**config.mk**
```make
export PLATFORM = sky130hd
export DESIGN_NAME = prmc_top
export DESIGN_NICKNAME = d
export VERILOG_FILES = /design/src/hw/prmc_pkg.sv /design/src/hw/prmc_sync_if.sv /design/src/hw/prmc_sync.sv /design/src/hw/prmc_top.sv
export SDC_FILE = /design/constraint.sdc
export NUM_CORES = 1
export LEC_CHECK = 0
export BUFFER_PORTS_ARGS = -buffer_cell sky130_fd_sc_hd__buf_2
export CORE_UTILIZATION = 40
export DETAILED_ROUTE_END_ITERATION = 8
export SLEW_MARGIN = 20
export SYNTH_ARGS = -nofsm -noshare
export SYNTH_HDL_FRONTEND = slang
export SYNTH_SLANG_ARGS = --single-unit
```
**constraint.sdc**
```tcl
create_clock -name pclk -period 2.5 [get_ports pclk]
set_input_delay 0.25 -clock pclk [delete_from_list [all_inputs] [get_ports pclk]]
set_output_delay 0.25 -clock pclk [all_outputs]
set_load 0.01 [all_outputs]
```
**src/hw/prmc_pkg.sv**
```systemverilog
package prmc_pkg;

  // Register byte offsets
  localparam logic [11:0] PRMC_OFF_SYSCFG = 12'h000;
  localparam logic [11:0] PRMC_OFF_MISC   = 12'h004;
  localparam logic [11:0] PRMC_OFF_CTRL   = 12'h008;
  localparam logic [11:0] PRMC_OFF_STATUS = 12'h00C;

  // Field positions
  localparam int unsigned PRMC_VARIANT_BIT  = 5;
  localparam int unsigned PRMC_REGOFF_BIT   = 0;
  localparam int unsigned PRMC_FIRQ_EN_LSB  = 0;
  localparam int unsigned PRMC_FIRQ_POL_LSB = 8;
  localparam int unsigned PRMC_RDY_EN_BIT   = 16;
  localparam int unsigned PRMC_RDY_POL_BIT  = 17;
  localparam int unsigned PRMC_LP_DIS_BIT   = 18;
  localparam int unsigned PRMC_ST_LSB       = 0;
  localparam int unsigned PRMC_ST_LPREF_BIT = 3;
  localparam int unsigned PRMC_ST_NMI_BIT   = 4;
  localparam int unsigned PRMC_ST_RST_BIT   = 5;
  localparam int unsigned PRMC_ST_FIRQ_LSB  = 8;

  // Values after reset
  localparam logic       PRMC_VARIANT_RST  = 1'b0;
  localparam logic       PRMC_REGOFF_RST   = 1'b0;
  localparam logic [7:0] PRMC_FIRQ_EN_RST  = 8'h00;
  localparam logic [7:0] PRMC_FIRQ_POL_RST = 8'h00;
  localparam logic       PRMC_RDY_EN_RST   = 1'b0;
  localparam logic       PRMC_RDY_POL_RST  = 1'b0;
  localparam logic       PRMC_LP_DIS_RST   = 1'b0;

  // Timing
  localparam int unsigned PRMC_CLK_PERIOD_NS = 20;
  localparam int unsigned PRMC_WAKE_PULSE_NS = 40;
  localparam int unsigned PRMC_WAKE_PULSE_CYC =
    (PRMC_WAKE_PULSE_NS + PRMC_CLK_PERIOD_NS - 1) / PRMC_CLK_PERIOD_NS;

  typedef enum logic [2:0]
  {
    PRMC_RUN     = 3'h0,
    PRMC_DRAIN   = 3'h1,
    PRMC_IDLE    = 3'h3,
    PRMC_PD_PROT = 3'h2,
    PRMC_PD_INT  = 3'h6
  } prmc_state_t;

  typedef enum logic [1:0]
  {
    PRMC_REQ_NONE = 2'h0,
    PRMC_REQ_IDLE = 2'h1,
    PRMC_REQ_DEEP = 2'h2
  } prmc_req_t;

endpackage

```
**src/hw/prmc_sync_if.sv**
```systemverilog
`timescale 1ns/10ps
`default_nettype none
interface prmc_sync_if #(parameter int unsigned W = 1);
  logic [W-1:0] raw;
  logic [W-1:0] clean;
  modport sync (input raw, output clean);
  modport user (output raw, input clean);
endinterface
`default_nettype wire

```
**src/hw/prmc_sync.sv**
```systemverilog
`timescale 1ns/10ps
`default_nettype none
module prmc_sync #(
  parameter int unsigned    W       = 1,
  parameter logic [W-1:0]   RST_VAL = '0
) (
  // Clock and reset
  input  wire logic presetn,
  input  wire logic pclk,
  input  wire logic ce,
  // Pins
  prmc_sync_if.sync pins
);
  logic [W-1:0] s1_r;
  logic [W-1:0] s2_r;
  logic [W-1:0] s3_r;
  logic [W-1:0] clean_r;
  logic [W-1:0] s1_nxt;
  logic [W-1:0] s2_nxt;
  logic [W-1:0] s3_nxt;
  logic [W-1:0] clean_nxt;

  always_comb
  begin
    s1_nxt    = pins.raw;
    s2_nxt    = s1_r;
    s3_nxt    = s2_r;
    // Hold while stages two and three disagree
    clean_nxt = (s2_r & s3_r) | (clean_r & (s2_r | s3_r));
  end

  always_ff @(posedge pclk or negedge presetn)
  begin
    if (!presetn)
    begin
      s1_r    <= RST_VAL;
      s2_r    <= RST_VAL;
      s3_r    <= RST_VAL;
      clean_r <= RST_VAL;
    end
    else if (ce)
    begin
      s1_r    <= s1_nxt;
      s2_r    <= s2_nxt;
      s3_r    <= s3_nxt;
      clean_r <= clean_nxt;
    end
  end

  assign pins.clean = clean_r;
endmodule
`default_nettype wire

```
**src/hw/prmc_top.sv**
```systemverilog
// Notes on behaviour
// - Idle halts CPU, peripherals keep running
// - Any interrupt ends idle, CPU resumes
// - Pending bus transfers finish before entry
// - No entry if enabled ready missed
// - Power-down stops clock, holds watchdog
// - Low-power osc present: main osc stops
// - Detected low-power osc stays RTC reference
// - Main-only: main osc runs in power-down
// - Variant bit zero selects protected power-down
// - Protected entry needs NMI pin low
// - Protected exit only by reset pin
// - Variant bit one selects interruptible power-down
// - Interruptible entry needs enabled irqs inactive
// - Reset, fast irq, RTC, CAN, I2C wake
//
// The register offsets and register access over APB are this design's own decisions.
`timescale 1ns/10ps
`default_nettype none
module prmc_top #(
  parameter int unsigned NUM_FIRQ = 8
) (
  // Clock, reset, enable
  input  wire logic                 pclk,
  input  wire logic                 presetn,
  input  wire logic                 ce,
  // APB slave
  input  wire logic                 psel,
  input  wire logic                 penable,
  input  wire logic                 pwrite,
  input  wire logic [11:0]          paddr,
  input  wire logic [31:0]          pwdata,
  input  wire logic [3:0]           pstrb,
  output logic      [31:0]          prdata,
  output logic                      pready,
  output logic                      pslverr,
  // CPU core
  input  wire logic                 idle_instruction,
  input  wire logic                 deep_sleep_instruction,
  input  wire logic                 bus_busy,
  input  wire logic                 last_access_ready_level,
  input  wire logic                 any_irq_request,
  // Wake sources on this clock
  input  wire logic                 rtc_irq,
  input  wire logic                 can_irq,
  input  wire logic                 i2c_irq,
  // Pins
  input  wire logic                 reset_input_pin_n,
  input  wire logic                 nmi_pin_n,
  input  wire logic [NUM_FIRQ-1:0]  fast_external_irq_pin,
  input  wire logic                 low_power_osc_running,
  // Power control
  output logic                      cpu_halt,
  output logic                      periph_clk_en,
  output logic                      core_clk_en,
  output logic                      wdt_hold,
  output logic                      main_osc_en,
  output logic                      rtc_ref_low_power,
  output logic                      regulator_off,
  output logic                      idle_wake,
  output logic                      entry_refused,
  output prmc_pkg::prmc_state_t     mode_state
);
  import prmc_pkg::*;

  localparam int unsigned SW = NUM_FIRQ + 3;

  generate
    if (NUM_FIRQ < 1 || NUM_FIRQ > 8)
    begin : g_bad_firq
      $error("NUM_FIRQ must be 1 to 8");
    end
    if (PRMC_WAKE_PULSE_CYC < 2)
    begin : g_bad_pulse
      $error("Wake pulse too short for pin filter");
    end
  endgenerate

  function automatic logic [31:0] prmc_merge(input logic [31:0] old_v,
                                             input logic [31:0] new_v,
                                             input logic [3:0]  strb);
    logic [31:0] m;
    m = {{8{strb[3]}}, {8{strb[2]}}, {8{strb[1]}}, {8{strb[0]}}};
    prmc_merge = (old_v & ~m) | (new_v & m);
  endfunction

  // Pin filter: three stages, change once two and three agree
  prmc_sync_if #(.W(SW)) pin_if ();
  assign pin_if.raw = {reset_input_pin_n, nmi_pin_n, fast_external_irq_pin,
                       low_power_osc_running};

  prmc_sync #(
    .W       (SW),
    .RST_VAL ({2'b11, {(NUM_FIRQ + 1){1'b0}}})
  ) u_sync (
    .presetn (presetn),
    .pclk    (pclk),
    .ce      (ce),
    .pins    (pin_if.sync)
  );

  logic                rst_pin_n_c;
  logic                nmi_n_c;
  logic [NUM_FIRQ-1:0] firq_c;
  logic                lp_run_c;
  assign rst_pin_n_c = pin_if.clean[SW-1];
  assign nmi_n_c     = pin_if.clean[SW-2];
  assign firq_c      = pin_if.clean[NUM_FIRQ:1];
  assign lp_run_c    = pin_if.clean[0];

  // Register state
  logic                variant_r;
  logic                regoff_r;
  logic [NUM_FIRQ-1:0] firq_en_r;
  logic [NUM_FIRQ-1:0] firq_pol_r;
  logic                rdy_en_r;
  logic                rdy_pol_r;
  logic                lp_dis_r;
  logic                lp_ref_r;
  logic                variant_nxt;
  logic                regoff_nxt;
  logic [NUM_FIRQ-1:0] firq_en_nxt;
  logic [NUM_FIRQ-1:0] firq_pol_nxt;
  logic                rdy_en_nxt;
  logic                rdy_pol_nxt;
  logic                lp_dis_nxt;
  logic                lp_ref_nxt;

  // APB state
  logic [31:0] prdata_r;
  logic        pready_r;
  logic        pslverr_r;
  logic [31:0] prdata_nxt;
  logic        pready_nxt;
  logic        pslverr_nxt;

  logic [31:0] sys_word;
  logic [31:0] misc_word;
  logic [31:0] ctrl_word;
  logic [31:0] stat_word;
  logic [31:0] rd_word;
  logic [31:0] ctrl_new;
  logic [31:0] sys_new;
  logic [31:0] misc_new;
  logic        mapped;
  logic        access;
  logic        wr_fire;

  prmc_state_t st_r;
  prmc_state_t st_nxt;
  prmc_req_t   req_r;
  prmc_req_t   req_nxt;

  always_comb
  begin
    sys_word = 32'h0000_0000;
    sys_word[PRMC_VARIANT_BIT] = variant_r;
    misc_word = 32'h0000_0000;
    misc_word[PRMC_REGOFF_BIT] = regoff_r;
    ctrl_word = 32'h0000_0000;
    ctrl_word[PRMC_FIRQ_EN_LSB +: NUM_FIRQ]  = firq_en_r;
    ctrl_word[PRMC_FIRQ_POL_LSB +: NUM_FIRQ] = firq_pol_r;
    ctrl_word[PRMC_RDY_EN_BIT]  = rdy_en_r;
    ctrl_word[PRMC_RDY_POL_BIT] = rdy_pol_r;
    ctrl_word[PRMC_LP_DIS_BIT]  = lp_dis_r;
    stat_word = 32'h0000_0000;
    stat_word[PRMC_ST_LSB +: 3]  = st_r;
    stat_word[PRMC_ST_LPREF_BIT] = lp_ref_r;
    stat_word[PRMC_ST_NMI_BIT]   = nmi_n_c;
    stat_word[PRMC_ST_RST_BIT]   = rst_pin_n_c;
    stat_word[PRMC_ST_FIRQ_LSB +: NUM_FIRQ] = firq_c;
  end

  // Address decode
  always_comb
  begin
    mapped  = 1'b1;
    rd_word = 32'h0000_0000;
    if (paddr == PRMC_OFF_SYSCFG)
      rd_word = sys_word;
    else if (paddr == PRMC_OFF_MISC)
      rd_word = misc_word;
    else if (paddr == PRMC_OFF_CTRL)
      rd_word = ctrl_word;
    else if (paddr == PRMC_OFF_STATUS)
      rd_word = stat_word;
    else
      mapped = 1'b0;
  end

  // One wait state; write lands on the edge that sees pready
  always_comb
  begin
    access      = psel & penable & ~pready_r;
    wr_fire     = psel & penable & pready_r & pwrite & ~pslverr_r;
    pready_nxt  = access;
    pslverr_nxt = access & ~mapped;
    prdata_nxt  = (access & ~pwrite) ? rd_word : 32'h0000_0000;
  end

  always_ff @(posedge pclk or negedge presetn)
  begin
    if (!presetn)
    begin
      prdata_r  <= 32'h0000_0000;
      pready_r  <= 1'b0;
      pslverr_r <= 1'b0;
    end
    else if (ce)
    begin
      prdata_r  <= prdata_nxt;
      pready_r  <= pready_nxt;
      pslverr_r <= pslverr_nxt;
    end
  end

  // Software registers and oscillator reference
  always_comb
  begin
    variant_nxt  = variant_r;
    regoff_nxt   = regoff_r;
    firq_en_nxt  = firq_en_r;
    firq_pol_nxt = firq_pol_r;
    rdy_en_nxt   = rdy_en_r;
    rdy_pol_nxt  = rdy_pol_r;
    lp_dis_nxt   = lp_dis_r;
    ctrl_new     = prmc_merge(ctrl_word, pwdata, pstrb);
    sys_new      = prmc_merge(sys_word, pwdata, pstrb);
    misc_new     = prmc_merge(misc_word, pwdata, pstrb);
    if (wr_fire && paddr == PRMC_OFF_SYSCFG)
      variant_nxt = sys_new[PRMC_VARIANT_BIT];
    if (wr_fire && paddr == PRMC_OFF_MISC)
      regoff_nxt = misc_new[PRMC_REGOFF_BIT];
    if (wr_fire && paddr == PRMC_OFF_CTRL)
    begin
      firq_en_nxt  = ctrl_new[PRMC_FIRQ_EN_LSB +: NUM_FIRQ];
      firq_pol_nxt = ctrl_new[PRMC_FIRQ_POL_LSB +: NUM_FIRQ];
      rdy_en_nxt   = ctrl_new[PRMC_RDY_EN_BIT];
      rdy_pol_nxt  = ctrl_new[PRMC_RDY_POL_BIT];
      lp_dis_nxt   = ctrl_new[PRMC_LP_DIS_BIT];
    end
    // Once seen, kept even if the oscillator later looks stopped
    if (lp_dis_r)
      lp_ref_nxt = 1'b0;
    else
      lp_ref_nxt = lp_ref_r | lp_run_c;
  end

  always_ff @(posedge pclk or negedge presetn)
  begin
    if (!presetn)
    begin
      variant_r  <= PRMC_VARIANT_RST;
      regoff_r   <= PRMC_REGOFF_RST;
      firq_en_r  <= PRMC_FIRQ_EN_RST[NUM_FIRQ-1:0];
      firq_pol_r <= PRMC_FIRQ_POL_RST[NUM_FIRQ-1:0];
      rdy_en_r   <= PRMC_RDY_EN_RST;
      rdy_pol_r  <= PRMC_RDY_POL_RST;
      lp_dis_r   <= PRMC_LP_DIS_RST;
      lp_ref_r   <= 1'b0;
    end
    else if (ce)
    begin
      variant_r  <= variant_nxt;
      regoff_r   <= regoff_nxt;
      firq_en_r  <= firq_en_nxt;
      firq_pol_r <= firq_pol_nxt;
      rdy_en_r   <= rdy_en_nxt;
      rdy_pol_r  <= rdy_pol_nxt;
      lp_dis_r   <= lp_dis_nxt;
      lp_ref_r   <= lp_ref_nxt;
    end
  end

  // Mode sequencer
  logic                ready_ok;
  logic                firq_hit;
  logic                wake_nxt;
  logic                refuse_nxt;
  logic [NUM_FIRQ-1:0] firq_act;

  always_comb
  begin
    firq_act   = firq_en_r & ~(firq_c ^ firq_pol_r);
    firq_hit   = |firq_act;
    ready_ok   = ~rdy_en_r | (last_access_ready_level == rdy_pol_r);
    st_nxt     = st_r;
    req_nxt    = req_r;
    wake_nxt   = 1'b0;
    refuse_nxt = 1'b0;
    case (st_r)
      PRMC_RUN:
      begin
        if (idle_instruction || deep_sleep_instruction)
        begin
          if (!ready_ok)
            refuse_nxt = 1'b1;
          else
          begin
            st_nxt  = PRMC_DRAIN;
            req_nxt = deep_sleep_instruction ? PRMC_REQ_DEEP : PRMC_REQ_IDLE;
          end
        end
      end
      PRMC_DRAIN:
      begin
        // Last access may be the drained one, so ready is checked again
        if (!bus_busy)
        begin
          st_nxt  = PRMC_RUN;
          req_nxt = PRMC_REQ_NONE;
          if (!ready_ok)
            refuse_nxt = 1'b1;
          else if (req_r == PRMC_REQ_IDLE)
            st_nxt = PRMC_IDLE;
          else if (!variant_r)
          begin
            if (!nmi_n_c)
              st_nxt = PRMC_PD_PROT;
            else
              refuse_nxt = 1'b1;
          end
          else if (firq_hit)
            refuse_nxt = 1'b1;
          else
            st_nxt = PRMC_PD_INT;
        end
      end
      PRMC_IDLE:
      begin
        if (any_irq_request || !rst_pin_n_c)
        begin
          st_nxt   = PRMC_RUN;
          wake_nxt = 1'b1;
        end
      end
      PRMC_PD_PROT:
      begin
        if (!rst_pin_n_c)
          st_nxt = PRMC_RUN;
      end
      PRMC_PD_INT:
      begin
        // Filtered pin needs two agreeing samples, a 40 ns pulse gives them
        if (!rst_pin_n_c || firq_hit || rtc_irq || can_irq || i2c_irq)
          st_nxt = PRMC_RUN;
      end
      default:
      begin
        st_nxt  = PRMC_RUN;
        req_nxt = PRMC_REQ_NONE;
      end
    endcase
  end

  // Outputs follow the next state so they are registered
  logic pd_nxt;
  logic halt_nxt;
  logic main_osc_nxt;
  logic regoff_out_nxt;
  logic cpu_halt_r;
  logic periph_clk_en_r;
  logic core_clk_en_r;
  logic wdt_hold_r;
  logic main_osc_en_r;
  logic rtc_ref_lp_r;
  logic regulator_off_r;
  logic idle_wake_r;
  logic entry_refused_r;

  always_comb
  begin
    pd_nxt         = (st_nxt == PRMC_PD_PROT) || (st_nxt == PRMC_PD_INT);
    halt_nxt       = pd_nxt || (st_nxt == PRMC_IDLE);
    main_osc_nxt   = ~(pd_nxt & lp_ref_nxt);
    regoff_out_nxt = pd_nxt & regoff_r;
  end

  always_ff @(posedge pclk or negedge presetn)
  begin
    if (!presetn)
    begin
      st_r            <= PRMC_RUN;
      req_r           <= PRMC_REQ_NONE;
      cpu_halt_r      <= 1'b0;
      periph_clk_en_r <= 1'b1;
      core_clk_en_r   <= 1'b1;
      wdt_hold_r      <= 1'b0;
      main_osc_en_r   <= 1'b1;
      rtc_ref_lp_r    <= 1'b0;
      regulator_off_r <= 1'b0;
      idle_wake_r     <= 1'b0;
      entry_refused_r <= 1'b0;
    end
    else if (ce)
    begin
      st_r            <= st_nxt;
      req_r           <= req_nxt;
      cpu_halt_r      <= halt_nxt;
      periph_clk_en_r <= ~pd_nxt;
      core_clk_en_r   <= ~pd_nxt;
      wdt_hold_r      <= pd_nxt;
      main_osc_en_r   <= main_osc_nxt;
      rtc_ref_lp_r    <= lp_ref_nxt;
      regulator_off_r <= regoff_out_nxt;
      idle_wake_r     <= wake_nxt;
      entry_refused_r <= refuse_nxt;
    end
  end

  assign prdata            = prdata_r;
  assign pready            = pready_r;
  assign pslverr           = pslverr_r;
  assign cpu_halt          = cpu_halt_r;
  assign periph_clk_en     = periph_clk_en_r;
  assign core_clk_en       = core_clk_en_r;
  assign wdt_hold          = wdt_hold_r;
  assign main_osc_en       = main_osc_en_r;
  assign rtc_ref_low_power = rtc_ref_lp_r;
  assign regulator_off     = regulator_off_r;
  assign idle_wake         = idle_wake_r;
  assign entry_refused     = entry_refused_r;
  assign mode_state        = st_r;
endmodule
`default_nettype wire

```
==> results.sh <==
export IMPL_fin_setup_tns_ns=0
export IMPL_leakage_nw=2.46
export IMPL_yosys_warnings=0
export IMPL_routed_via_density=5.20
export IMPL_grt_pass1_wl_um=15800
export IMPL_power_density_nw_per_um2=757
export IMPL_dp_hpwl_um=6720
export IMPL_rsz0062_at_grt="no"
export IMPL_drtPass1Iterations=4
export IMPL_io_pin_count=119
export IMPL_fmax_ghz=0.492
export IMPL_cts_setup_buffers=0
export IMPL_netSwitchingPower_mw=1.16
export IMPL_critPathBufInv=0
export IMPL_slowest_stage="nor2_2"
export IMPL_sw_frac_of_total=0.295
export IMPL_critPathLaunchType="flop"
export IMPL_final_cell_area_um2=5180
export IMPL_hold_viol=0
export IMPL_cpMostUsedCell="or3_4"
export IMPL_crit_chain="or3_4 -> or3_4 -> nor2_2 -> a221o_1"
export IMPL_synth_edf_count=0
export IMPL_ys_async_sr_fraction=1.00
export IMPL_p_seq_frac=0.530
export IMPL_ys_seq_elements=99
export IMPL_required_ns=2.81
export IMPL_crit_path_end_kind="flop"
export IMPL_place_gp_congestion=0.802
export IMPL_place_area_um2=4950
export IMPL_synth_area_um2=4400
export IMPL_gr_total_overflow=0
export IMPL_busiest_layer="met2"
export IMPL_setup_violations=0
export IMPL_placementRows=37
export IMPL_crit_family="simple AND/OR/NAND/NOR gates"
export IMPL_min_period_ns=2.03
export IMPL_antenna_found_initial=0
export IMPL_post_cts_resized=0
export IMPL_numCtsBuffers=9
export IMPL_ant_nets=0
export IMPL_fin_crit_sh=0.813
export IMPL_grt_pass1_vias=3133
export IMPL_hold_path_class="primary input to flop"
export IMPL_grt_use_met3=0.0267
export IMPL_synth_ff_type="dfrtp_1"
export IMPL_clock_latency_ns=0.37
export IMPL_p_int_mw=2.76
export IMPL_synthToLayoutAreaGrowth_pct=17.7
export IMPL_htreeDepth=3
export IMPL_path_class="flop to flop"
export IMPL_cp_max_fo=12
export IMPL_status="finished clean"
export IMPL_synth_seq_area_share=0.566
export IMPL_p_clk_frac=0.289
export IMPL_layout_drive_gt1_share=0.369
export IMPL_wl_per_cell_um=15.8
export IMPL_finalWirelength_um=9580
export IMPL_route_detailed_drc=0
export IMPL_drv_slew=0
export IMPL_fin_util=0.493
export IMPL_initial_core_util=0.419
export IMPL_drv_cap=0
export IMPL_gr_usage_met2=0.271
export IMPL_diodes=0
export IMPL_slew_headroom=0.455
export IMPL_syn_instance_count=376
export IMPL_crit_arrival_ns=2.34
export IMPL_synth_distinct_cells=47
export IMPL_path_clk_slew_ns=0.10
export IMPL_finalPower_mw=3.92
export IMPL_die_width_um=107
export IMPL_vias=3164
export IMPL_holdBufCountCts=1
export IMPL_grt_use_total=0.180
export IMPL_use_met1=0.259
export IMPL_drt_iter0_drc=135
export IMPL_vdd_ir_drop_worst_mv=0.344
export IMPL_syn_avg_cell_area_um2=11.7
export IMPL_worstMarginPinSlew_ns=0.817
export IMPL_dieArea_um2=11400
export IMPL_cpPeakStageDelay_ns=0.46
export IMPL_cts_path_max_buffers=2
export IMPL_grt_start_max_net_pins=81
export IMPL_portBuffers=91
export IMPL_core_area_um2=10500
export IMPL_final_cell_mix="buf_2, dfrtp_1, mux2_2, o21ai_0, nand2_1"
export IMPL_layout_commonest_cell="buf_2"
export IMPL_cts_root_buf="clkbuf_8"
export IMPL_power_frac_comb=0.181
export IMPL_clock_skew_ns=0.0141
export IMPL_cts_tree="yes"
export IMPL_clkSinkCount=99
export IMPL_die_h_um=107
export IMPL_finalNetCount=541
## layout make-up
type                       instances  area, µm²
timing repair buffer              97        518
clock inverter                     4       75.1
tap                              136        170
sequential                        99       2490
clock buffer                      11        141
fill                             966       5330
multi-input combinational        241       1710
inverter                          20       75.1
## kinds of logic (layout without fill, tap and decap cells)
kind of cell,after synthesis,count (layout),share of synthesized area
muxes,45,45,0.115
buffers and inverters,48,132,0.0557
DFF,99,99,0.566
AOI/OAI and AO/OA,103,103,0.154
other,1,13,0.000852
xor gates and xnor gates,9,9,0.0179
and+or+nand+nor,71,71,0.0907
## final timing paths
path,from,endpoint,slack [ns],cells after the start
max,pready,prdata[9],0.47,4
min,pwdata[6],flop,0.11,2
max reg2reg,pready,prdata[9],0.47,4
min reg2reg,u_sync.s3_r[10],u_sync.s3_r[10],0.49,2
max in group asynchronous,presetn,u_sync.s3_r[9],1.41,3
min in group asynchronous,presetn,u_sync.s1_r[5],0.36,2
## cells in the mapped netlist, types with 2 or more instances
cell	number	area [µm²]
a21oi_1	20	100
a221o_1	12	120
a22o_1	5	43.8
a22oi_1	5	37.5
a31oi_1	2	12.5
buf_4	17	128
clkbuf_1	10	37.5
dfrtp_1	89	2230
dfstp_2	10	263
inv_1	19	71.3
mux2_2	44	495
nand2_1	24	90.1
nand2b_1	4	25.0
nand4_1	2	12.5
nor2_1	7	26.3
nor2_2	2	12.5
nor2b_1	13	81.3
nor3_1	3	15.0
nor4_1	3	18.8
o21ai_0	40	200
o22ai_1	3	18.8
o2bb2ai_1	4	35.0
o31ai_1	2	15.0
o32a_1	2	20.0
o32ai_1	2	17.5
or3_1	3	18.8
or3_4	2	22.5
xnor2_1	8	70.1
## worst register-to-register path, delay by kind of cell (launching register included)
| family | cells | cell delay, ns |
|---|---|---|
| AND/OR/NAND/NOR | 3 | 1.29 |
| flip-flops | 1 | 0.43 |
| AO/OA/AOI/OAI | 1 | 0.25 |
## layer usage
metal	wire, µm	up-vias	part of all wire
li1	-	1508	-
met1	4560	1544	0.48
met2	4400	99	0.46
met3	438	13	0.046
met4	178	0	0.019
met5	0	-	0
## power by group through the flow
| stage | registers [mW] | clock network, mW | logic (mW) |
|---|---|---|---|
| floorplan | 2.03 | 0 | 0.497 |
| global placement | 2.09 | 0 | 0.689 |
| detailed placement | 2.10 | 0 | 0.716 |
| CTS | 2.07 | 1.16 | 0.718 |
| global route | 2.11 | 1.22 | 0.809 |
| finish | 2.08 | 1.13 | 0.708 |
## metrics by stage
step	hold slack (ns)	instances	setup slack, ns
finish	0.106	608	0.467
global route	0.0954	608	0.347
CTS	0.0973	608	0.441
detailed placement	0.227	592	0.413
global placement	0.218	592	0.456
floorplan	-0.0456	388	0.613
Note: power is estimated with default switching activity, not from simulation.
